## src/verilog/tsi_pkg.sv

```systemverilog
`default_nettype none
package tsi_pkg;

    // Register addresses on the byte register port
    localparam logic [7:0] ADDR_OVERT     = 8'h45;
    localparam logic [7:0] ADDR_FAULT     = 8'h46;
    localparam logic [7:0] ADDR_LOW       = 8'h47;
    localparam logic [7:0] ADDR_IDEAL     = 8'h4B;
    localparam logic [7:0] ADDR_IDEAL_SEL = 8'h4C;

    // Reset values
    localparam logic [7:0] FLAGS_RST      = 8'h00;
    localparam logic [4:0] IDEAL_CODE_RST = 5'h09;
    localparam logic [6:0] IDEAL_SEL_RST  = 7'h00;
    localparam logic [7:0] READ_IDLE      = 8'h00;

    // Ideality coding: factor = 0.999 + 0.001 * code, default 1.008
    localparam int         IDEAL_W       = 5;
    localparam logic [4:0] IDEAL_DEFAULT = 5'h09;

    // Channel numbering: 0 is local, 1 to 7 are remote diodes
    localparam int         NUM_CH     = 8;
    localparam int         NUM_REMOTE = 7;
    localparam logic [2:0] LOCAL_CH   = 3'h0;
    localparam logic [2:0] LAST_CH    = 3'h7;

    // Field positions
    localparam logic [2:0] OVERT_LOCAL_BIT = 3'h7;
    localparam logic [2:0] LOW_LOCAL_BIT   = 3'h6;
    localparam logic [2:0] LOW_CH7_BIT     = 3'h7;
    localparam int         FAULT_RSVD_BIT  = 7;

    // Temperature coding and overtemperature hysteresis
    localparam int TEMP_WIDTH       = 8;
    localparam int TEMP_LSB_PER_DEG = 1;
    localparam int HYST_DEG         = 4;
    localparam int HYST_LSB         = HYST_DEG * TEMP_LSB_PER_DEG;

    // Overtemperature bit of a channel
    function automatic logic [2:0] overt_bit(input logic [2:0] ch);
        return (ch == LOCAL_CH) ? OVERT_LOCAL_BIT : ch - 3'h1;
    endfunction : overt_bit

    // Low-warning bit of a channel
    function automatic logic [2:0] low_bit(input logic [2:0] ch);
        if (ch == LOCAL_CH) begin
            return LOW_LOCAL_BIT;
        end else if (ch == LAST_CH) begin
            return LOW_CH7_BIT;
        end
        return ch - 3'h1;
    endfunction : low_bit

    // Diode fault bit of a remote channel
    function automatic logic [2:0] fault_bit(input logic [2:0] ch);
        return ch - 3'h1;
    endfunction : fault_bit

endpackage : tsi_pkg
`default_nettype wire

```

## src/verilog/tsi_cmp_if.sv

```systemverilog
`timescale 1ns/1ns
`default_nettype none
interface tsi_cmp_if #(parameter int TEMP_W = 8);
    logic [TEMP_W-1:0] temp;
    logic [TEMP_W-1:0] overt_lim;
    logic [TEMP_W-1:0] low_lim;
    logic              over;
    logic              under;

    // Comparator side and status side
    modport cmp  (input temp, overt_lim, low_lim, output over, under);
    modport user (output temp, overt_lim, low_lim, input over, under);
endinterface : tsi_cmp_if
`default_nettype wire

```

## src/verilog/tsi_conv_cmp.sv

```systemverilog
`timescale 1ns/1ns
`default_nettype none
module tsi_conv_cmp
    import tsi_pkg::*;
(
    // Comparison of one conversion result against its limits
    tsi_cmp_if.cmp c
);
    // Strict compares: equal to a limit is not out of range
    assign c.over  = c.temp > c.overt_lim;
    assign c.under = c.temp < c.low_lim;
endmodule : tsi_conv_cmp
`default_nettype wire

```

## src/verilog/tsi_status_regs.sv

```systemverilog
`timescale 1ns/1ns
`default_nettype none
// Contract
// - Overtemperature bit 7 flags local above its limit; zero at reset.
// - Overtemperature bits 6..0 flag remote channels 7..1 above their limits.
// - Fault register bit 7 reads zero; bits 6..0 flag open or shorted remotes.
// - Low-warning bit 7 is remote 7, bit 6 local, bits 5..0 remotes 6..1.
// - Low-warning bit sets when temperature is below its low limit; zero at reset.
// - Ideality register keeps bits 4..0 as code; bits 7..5 ignored.
// - Unselected remote channels use default code 0x09, factor 1.008.
// - Per-remote-channel select chooses default or programmed ideality, set by host.
// - Overtemperature bit clears only once limit is 4 degrees above temperature.
// - Low-warning bits clear on read, set again by next out-of-limit conversion.
module tsi_status_regs
    import tsi_pkg::*;
#(
    parameter int TEMP_W = TEMP_WIDTH
)(
    // Clock and reset
    input  wire logic                           clk,
    input  wire logic                           rst,
    // Byte register port
    input  wire logic [7:0]                     reg_addr,
    input  wire logic                           reg_wr,
    input  wire logic [7:0]                     reg_wdata,
    input  wire logic                           reg_rd,
    output logic      [7:0]                     reg_rdata,
    output logic                                reg_rd_ack,
    // Conversion results
    input  wire logic                           conv_done,
    input  wire logic [2:0]                     conv_chan,
    input  wire logic [TEMP_W-1:0]              conv_temp,
    input  wire logic                           conv_fault,
    // Limits per channel, index 0 local
    input  wire logic [NUM_CH-1:0][TEMP_W-1:0]  overt_limit,
    input  wire logic [NUM_CH-1:0][TEMP_W-1:0]  low_limit,
    // Ideality code in force for each channel
    output logic      [NUM_CH-1:0][IDEAL_W-1:0] ideal_code,
    // Status flag mirrors
    output logic      [7:0]                     overt_flags,
    output logic      [7:0]                     fault_flags,
    output logic      [7:0]                     low_flags
);

    // Refuse widths the compare and hysteresis cannot serve
    if (TEMP_W < 4 || TEMP_W > 16) begin : g_width_check
        $error("tsi_status_regs: TEMP_W must be 4 to 16");
    end

    // Whole state of the block
    typedef struct packed {
        logic [7:0]                     overt;
        logic [7:0]                     fault;
        logic [7:0]                     low;
        logic [IDEAL_W-1:0]             ideal;
        logic [NUM_REMOTE-1:0]          sel;
        logic [NUM_CH-1:0][TEMP_W-1:0]  last;
        logic [NUM_CH-1:0][IDEAL_W-1:0] eff;
        logic [7:0]                     rdata;
        logic                           rd_ack;
    } tsi_state_s;

    tsi_state_s st;
    tsi_state_s next_st;

    // Hysteresis at compare width
    localparam logic [TEMP_W:0] HYST = (TEMP_W+1)'(HYST_LSB);

    // Strict compares against limits live in the comparator
    tsi_cmp_if #(.TEMP_W(TEMP_W)) cmp_bus ();

    assign cmp_bus.temp      = conv_temp;
    assign cmp_bus.overt_lim = overt_limit[conv_chan];
    assign cmp_bus.low_lim   = low_limit[conv_chan];

    tsi_conv_cmp u_cmp (
        .c (cmp_bus)
    );

    // True when the limit is at least the hysteresis above a temperature
    function automatic logic released(input logic [TEMP_W-1:0] lim,
                                      input logic [TEMP_W-1:0] t);
        return {1'b0, lim} >= ({1'b0, t} + HYST);
    endfunction : released

    // Read view of each register, unmapped addresses read zero
    function automatic logic [7:0] read_view(input tsi_state_s s,
                                             input logic [7:0] a);
        if (a == ADDR_OVERT) begin
            return s.overt;
        end else if (a == ADDR_FAULT) begin
            return s.fault;
        end else if (a == ADDR_LOW) begin
            return s.low;
        end else if (a == ADDR_IDEAL) begin
            return {3'h0, s.ideal};
        end else if (a == ADDR_IDEAL_SEL) begin
            return {1'b0, s.sel};
        end
        return READ_IDLE;
    endfunction : read_view

    // Next state
    always_comb begin
        next_st = st;
        next_st.rd_ack = 1'b0;

        // Overtemperature release: a falling temperature or a raised limit both
        // show as the limit standing 4 degrees above the last reading
        for (int ch = 0; ch < NUM_CH; ch++) begin
            if (released(overt_limit[ch], st.last[ch])) begin
                next_st.overt[overt_bit(3'(ch))] = 1'b0;
            end
        end

        // Host read: capture first, then clear low warnings on success
        if (reg_rd) begin
            next_st.rdata  = read_view(st, reg_addr);
            next_st.rd_ack = 1'b1;
            if (reg_addr == ADDR_LOW) begin
                next_st.low = FLAGS_RST;
            end
        end

        // Host write: only the ideality code and its select are writable
        if (reg_wr) begin
            if (reg_addr == ADDR_IDEAL) begin
                next_st.ideal = reg_wdata[IDEAL_W-1:0];
            end else if (reg_addr == ADDR_IDEAL_SEL) begin
                next_st.sel = reg_wdata[NUM_REMOTE-1:0];
            end
        end

        // Conversion result; placed last so a set wins over a read clear
        if (conv_done) begin
            if (conv_chan != LOCAL_CH && conv_fault) begin
                // Faulted channel is skipped for temperature compares
                next_st.fault[fault_bit(conv_chan)] = 1'b1;
            end else begin
                if (conv_chan != LOCAL_CH) begin
                    next_st.fault[fault_bit(conv_chan)] = 1'b0;
                end
                next_st.last[conv_chan] = conv_temp;
                if (cmp_bus.over) begin
                    next_st.overt[overt_bit(conv_chan)] = 1'b1;
                end
                if (cmp_bus.under) begin
                    next_st.low[low_bit(conv_chan)] = 1'b1;
                end
            end
        end

        // Reserved fault bit never sets
        next_st.fault[FAULT_RSVD_BIT] = 1'b0;

        // Ideality in force per channel; local always uses the default
        next_st.eff[LOCAL_CH] = IDEAL_DEFAULT;
        for (int r = 1; r < NUM_CH; r++) begin
            next_st.eff[r] = next_st.sel[r-1] ? next_st.ideal : IDEAL_DEFAULT;
        end
    end

    // State register
    always_ff @(posedge clk or posedge rst) begin
        if (rst) begin
            st.overt  <= FLAGS_RST;
            st.fault  <= FLAGS_RST;
            st.low    <= FLAGS_RST;
            st.ideal  <= IDEAL_CODE_RST;
            st.sel    <= IDEAL_SEL_RST;
            st.last   <= '0;
            st.eff    <= {NUM_CH{IDEAL_DEFAULT}};
            st.rdata  <= READ_IDLE;
            st.rd_ack <= 1'b0;
        end else begin
            st <= next_st;
        end
    end

    // Outputs straight from flops
    assign reg_rdata   = st.rdata;
    assign reg_rd_ack  = st.rd_ack;
    assign ideal_code  = st.eff;
    assign overt_flags = st.overt;
    assign fault_flags = st.fault;
    assign low_flags   = st.low;

endmodule : tsi_status_regs
`default_nettype wire

```

## config.mk

```make
export PLATFORM = sky130hd
export DESIGN_NAME = tsi_status_regs
export DESIGN_NICKNAME = d
export VERILOG_FILES = /design/src/verilog/tsi_pkg.sv /design/src/verilog/tsi_cmp_if.sv /design/src/verilog/tsi_conv_cmp.sv /design/src/verilog/tsi_status_regs.sv
export SDC_FILE = /design/constraint.sdc
export NUM_CORES = 1
export LEC_CHECK = 0
export ABC_AREA = 1
export BUFFER_PORTS_ARGS = -buffer_cell sky130_fd_sc_hd__buf_4
export CAP_MARGIN = 20
export CORE_ASPECT_RATIO = 0.5
export CORE_MARGIN = 2
export CORE_UTILIZATION = 56
export CTS_BUF_LIST = sky130_fd_sc_hd__clkbuf_4 sky130_fd_sc_hd__clkbuf_8
export CTS_CLUSTER_SIZE = 25
export DETAILED_ROUTE_END_ITERATION = 16
export PLACE_DENSITY = 0.91
export SLEW_MARGIN = 20
export SYNTH_ARGS = -nofsm -noshare
export SYNTH_HDL_FRONTEND = slang
export SYNTH_SLANG_ARGS = --single-unit
```

## constraint.sdc

```tcl
create_clock -name clk -period 6.1 [get_ports clk]
set_clock_uncertainty 0.2 [all_clocks]
set_input_delay 0.61 -clock clk [delete_from_list [all_inputs] [get_ports clk]]
set_output_delay 0.61 -clock clk [all_outputs]
set_load 0.05 [all_outputs]
```

==> results.json <==
{
  "outcome": "complete, no violations",
  "grt_pass1_wl_mm": 45.5,
  "worstRegToRegCells": 10,
  "firstDrtPassIters": 6,
  "min_path_type": "in2async",
  "synth-seq-cells": 143,
  "clk_pin_slew_ps": 100,
  "max_stage_delay_ps": 800,
  "fp.dieArea_um2": 18600,
  "crit_path_end_kind": "register",
  "fin_crit_ps": 3630,
  "hold_slack_ps": 92.5,
  "syn_area_per_cell_um2": 7.91,
  "vias": 9393,
  "ioPinCount": 234,
  "critPathKind": "in2reg",
  "rows": 34,
  "crit_buf_inv": 2,
  "numCtsBuffers": 17,
  "fmax_ghz": 0.276,
  "path_cells": "buf_4 -> inv_2 -> nor2_4 -> nand2_1 -> o2111ai_1 -> a221oi_1 -> ha_1 -> a21oi_1 -> nor2_1 -> a211oi_1 -> nand3_1 -> nand2_1",
  "seqPwrFrac_pct": 38.8,
  "cts_resized": 0,
  "p_comb_share_pct": 35.9,
  "drive_above_1_share_pct": 22.5,
  "path_delay_family": "compound AO/OA/AOI/OAI gates",
  "cts_hold_buf": 0,
  "final_cell_mix": "271 x nand2_1, 227 x buf_4, 127 x dfrtp_1, 122 x nor2_1, 107 x inv_1",
  "drc": 0,
  "netlist_area_um2": 9770,
  "max-vdd-ir-drop_v": 0.000155,
  "grt_usage_pct": 31.5,
  "drt_iter0_drc": 794,
  "htreeDepth": 4,
  "start_util_pct": 56.7,
  "setup_tns_ps": 0,
  "rsz0062_at_grt": "false",
  "cellInternalPower_uw": 1900,
  "yosysWarnings": 0,
  "r2r-end": "overt_flags[2]",
  "antenna_left": 0,
  "slew_viol_final": 0,
  "critPathSlowestCell": "a211oi_1",
  "p_per_area_nw_per_um2": 280,
  "finalNetCount": 1636,
  "dpl.hpwl_mm": 22.8,
  "cts_tree": "built",
  "cts_setup_buffers": 0,
  "die_height_um": 97.4,
  "setup_slack_ps": 2470,
  "drt-total-wl_mm": 29.3,
  "final_cells": 1632,
  "clock_path_buffers": 2,
  "grt_max_degree": 92,
  "utilization_pct": 66.9,
  "dp_slack_ps": 2080,
  "design.core.area_um2": 17200,
  "pwr-share-clk_pct": 25.2,
  "grt_pass1_vias": 8872,
  "worst_skew_pair.late_latency_ps": 460,
  "seq_area_frac_synth_pct": 36.8,
  "cts.sinks": 143,
  "gp_congestion": 0.973,
  "area_delta_synth_final_pct": 18.0,
  "required_ps": 6300,
  "finalCritPeriodShare_pct": 59.4,
  "timing.rr.start": "st[75]",
  "setup_viol_count_final": 0,
  "avgViaCountPerCell": 5.76,
  "place.port_buffers": 226,
  "gr-total-overflow": 0,
  "slew_headroom_pct": 30.9,
  "p_leak_uw": 0.00589,
  "synth.distinct_cells": 45,
  "grt_antenna_before_repair": 0,
  "worstPathMaxFanout": 45,
  "path_common_cell": "nand2_1",
  "diodes": 0,
  "swShare_pct": 41.1,
  "netlist_instances": 1235,
  "clockRootBuffer": "clkbuf_8",
  "dpl.cell_count": 1600,
  "p_switching_uw": 1330,
  "hold_viol_final": 0,
  "worst_slew_pin_slew_ps": 1030,
  "reg2reg_slack_ps": 3740,
  "wire_per_inst_um": 18.0,
  "dieWidth_um": 191,
  "cp-start-kind": "input pin",
  "maxCapViolCount": 0,
  "final_common_cell": "nand2_1",
  "arrival_ps": 3830
}
==> flip-flops by register name (all words and copies together) (netlist names), named ones only <==
name and cells:
ideal_code 35, low_flags 8, overt_flags 8, reg_rd_ack 1
reg_rdata 8, st 76
==> stage by stage <==
| stage | power (µW) | instance area (µm²) |
|---|---|---|
| 6_report | 3220 | 11500 |
| 5_1_grt | 3400 | 11500 |
| 4_1_cts | 3210 | 11500 |
| 3_5_place_dp | 2410 | 11100 |
| 3_3_place_gp | 2340 | 11100 |
| 2_1_floorplan | 2080 | 9780 |
==> synth_stat cells (all sizes together) <==
cell type  count  area (µm²)
clkbuf        10        37.5
and3           2        12.5
clkinv         1        3.75
nor3          11        81.3
a31o           1        8.76
o21a           3        22.5
xnor2         14         123
a21oi         60         300
o32ai         10        87.6
nand3b        14         105
a221oi         5        43.8
mux2           3        41.3
dfrtp        127        3180
a31oi          1        6.26
nand3         45         225
nor2         132         546
nand4         49         307
o31ai          1        7.51
o2111ai        4        35.0
o22ai          2        12.5
o21ai        104         539
nand2        278        1060
nor4           2        12.5
inv          115         432
a22o           4        35.0
or2            2        12.5
ha            90        1130
dfstp         16         420
conb           2        7.51
buf           90         646
o211ai         3        22.5
or3            6        37.5
a211oi        11        82.6
xor2          17         149
==> worst max path at each step <==
stage / startpoint / endpoint / depth (start not counted)
after global routing: conv_chan[0] / low_flags[1] / 12
final: conv_chan[0] / low_flags[7] / 12
after floorplan: rst / async pin / 1
after detailed placement: conv_chan[0] / low_flags[7] / 12
after CTS: conv_chan[0] / low_flags[7] / 12
after global placement: conv_chan[0] / low_flags[7] / 12
==> power groups by stage <==
stage	Combinational, µW	Clock (µW)	Sequential [µW]
5_1_grt	1270	859	1270
6_report	1160	813	1250
4_1_cts	1150	815	1250
3_5_place_dp	1140	0	1270
2_1_floorplan	869	0	1210
3_3_place_gp	1080	0	1260
==> metal layers <==
layer | track usage, % | vias to the layer above | share of wire (%)
met3 | 6.43 | 91 | 9.3
li1 | - | 4378 | -
met1 | 40.9 | 4435 | 40
met5 | 0 | - | 0
met2 | 51.8 | 489 | 47
met4 | 12.4 | 0 | 3.8
==> cells by family (layout without fill, tap and decap cells) <==
logic type / after synthesis / in the layout / synth area share, %
AOI/OAI and AO/OA: 209 / 209 / 12.3
xor gates and xnor gates: 31 / 31 / 2.78
adders and majority gates: 90 / 90 / 11.5
buffers and inverters: 216 / 375 / 11.5
DFF: 143 / 143 / 36.8
muxes: 3 / 3 / 0.423
other: 2 / 6 / 0.0769
and+or+nand+nor: 541 / 541 / 24.6
==> layout make-up <==
| cell class | instances | area (µm²) |
|---|---|---|
| repair buffers | 227 | 1700 |
| well taps | 234 | 293 |
| clock inverters | 15 | 189 |
| fillers | 1444 | 5710 |
| clock buffers | 17 | 234 |
| flip-flops and latches | 143 | 3600 |
| inverters | 116 | 440 |
| multi-input cells | 880 | 5060 |
(Power assumes the default switching activity.)
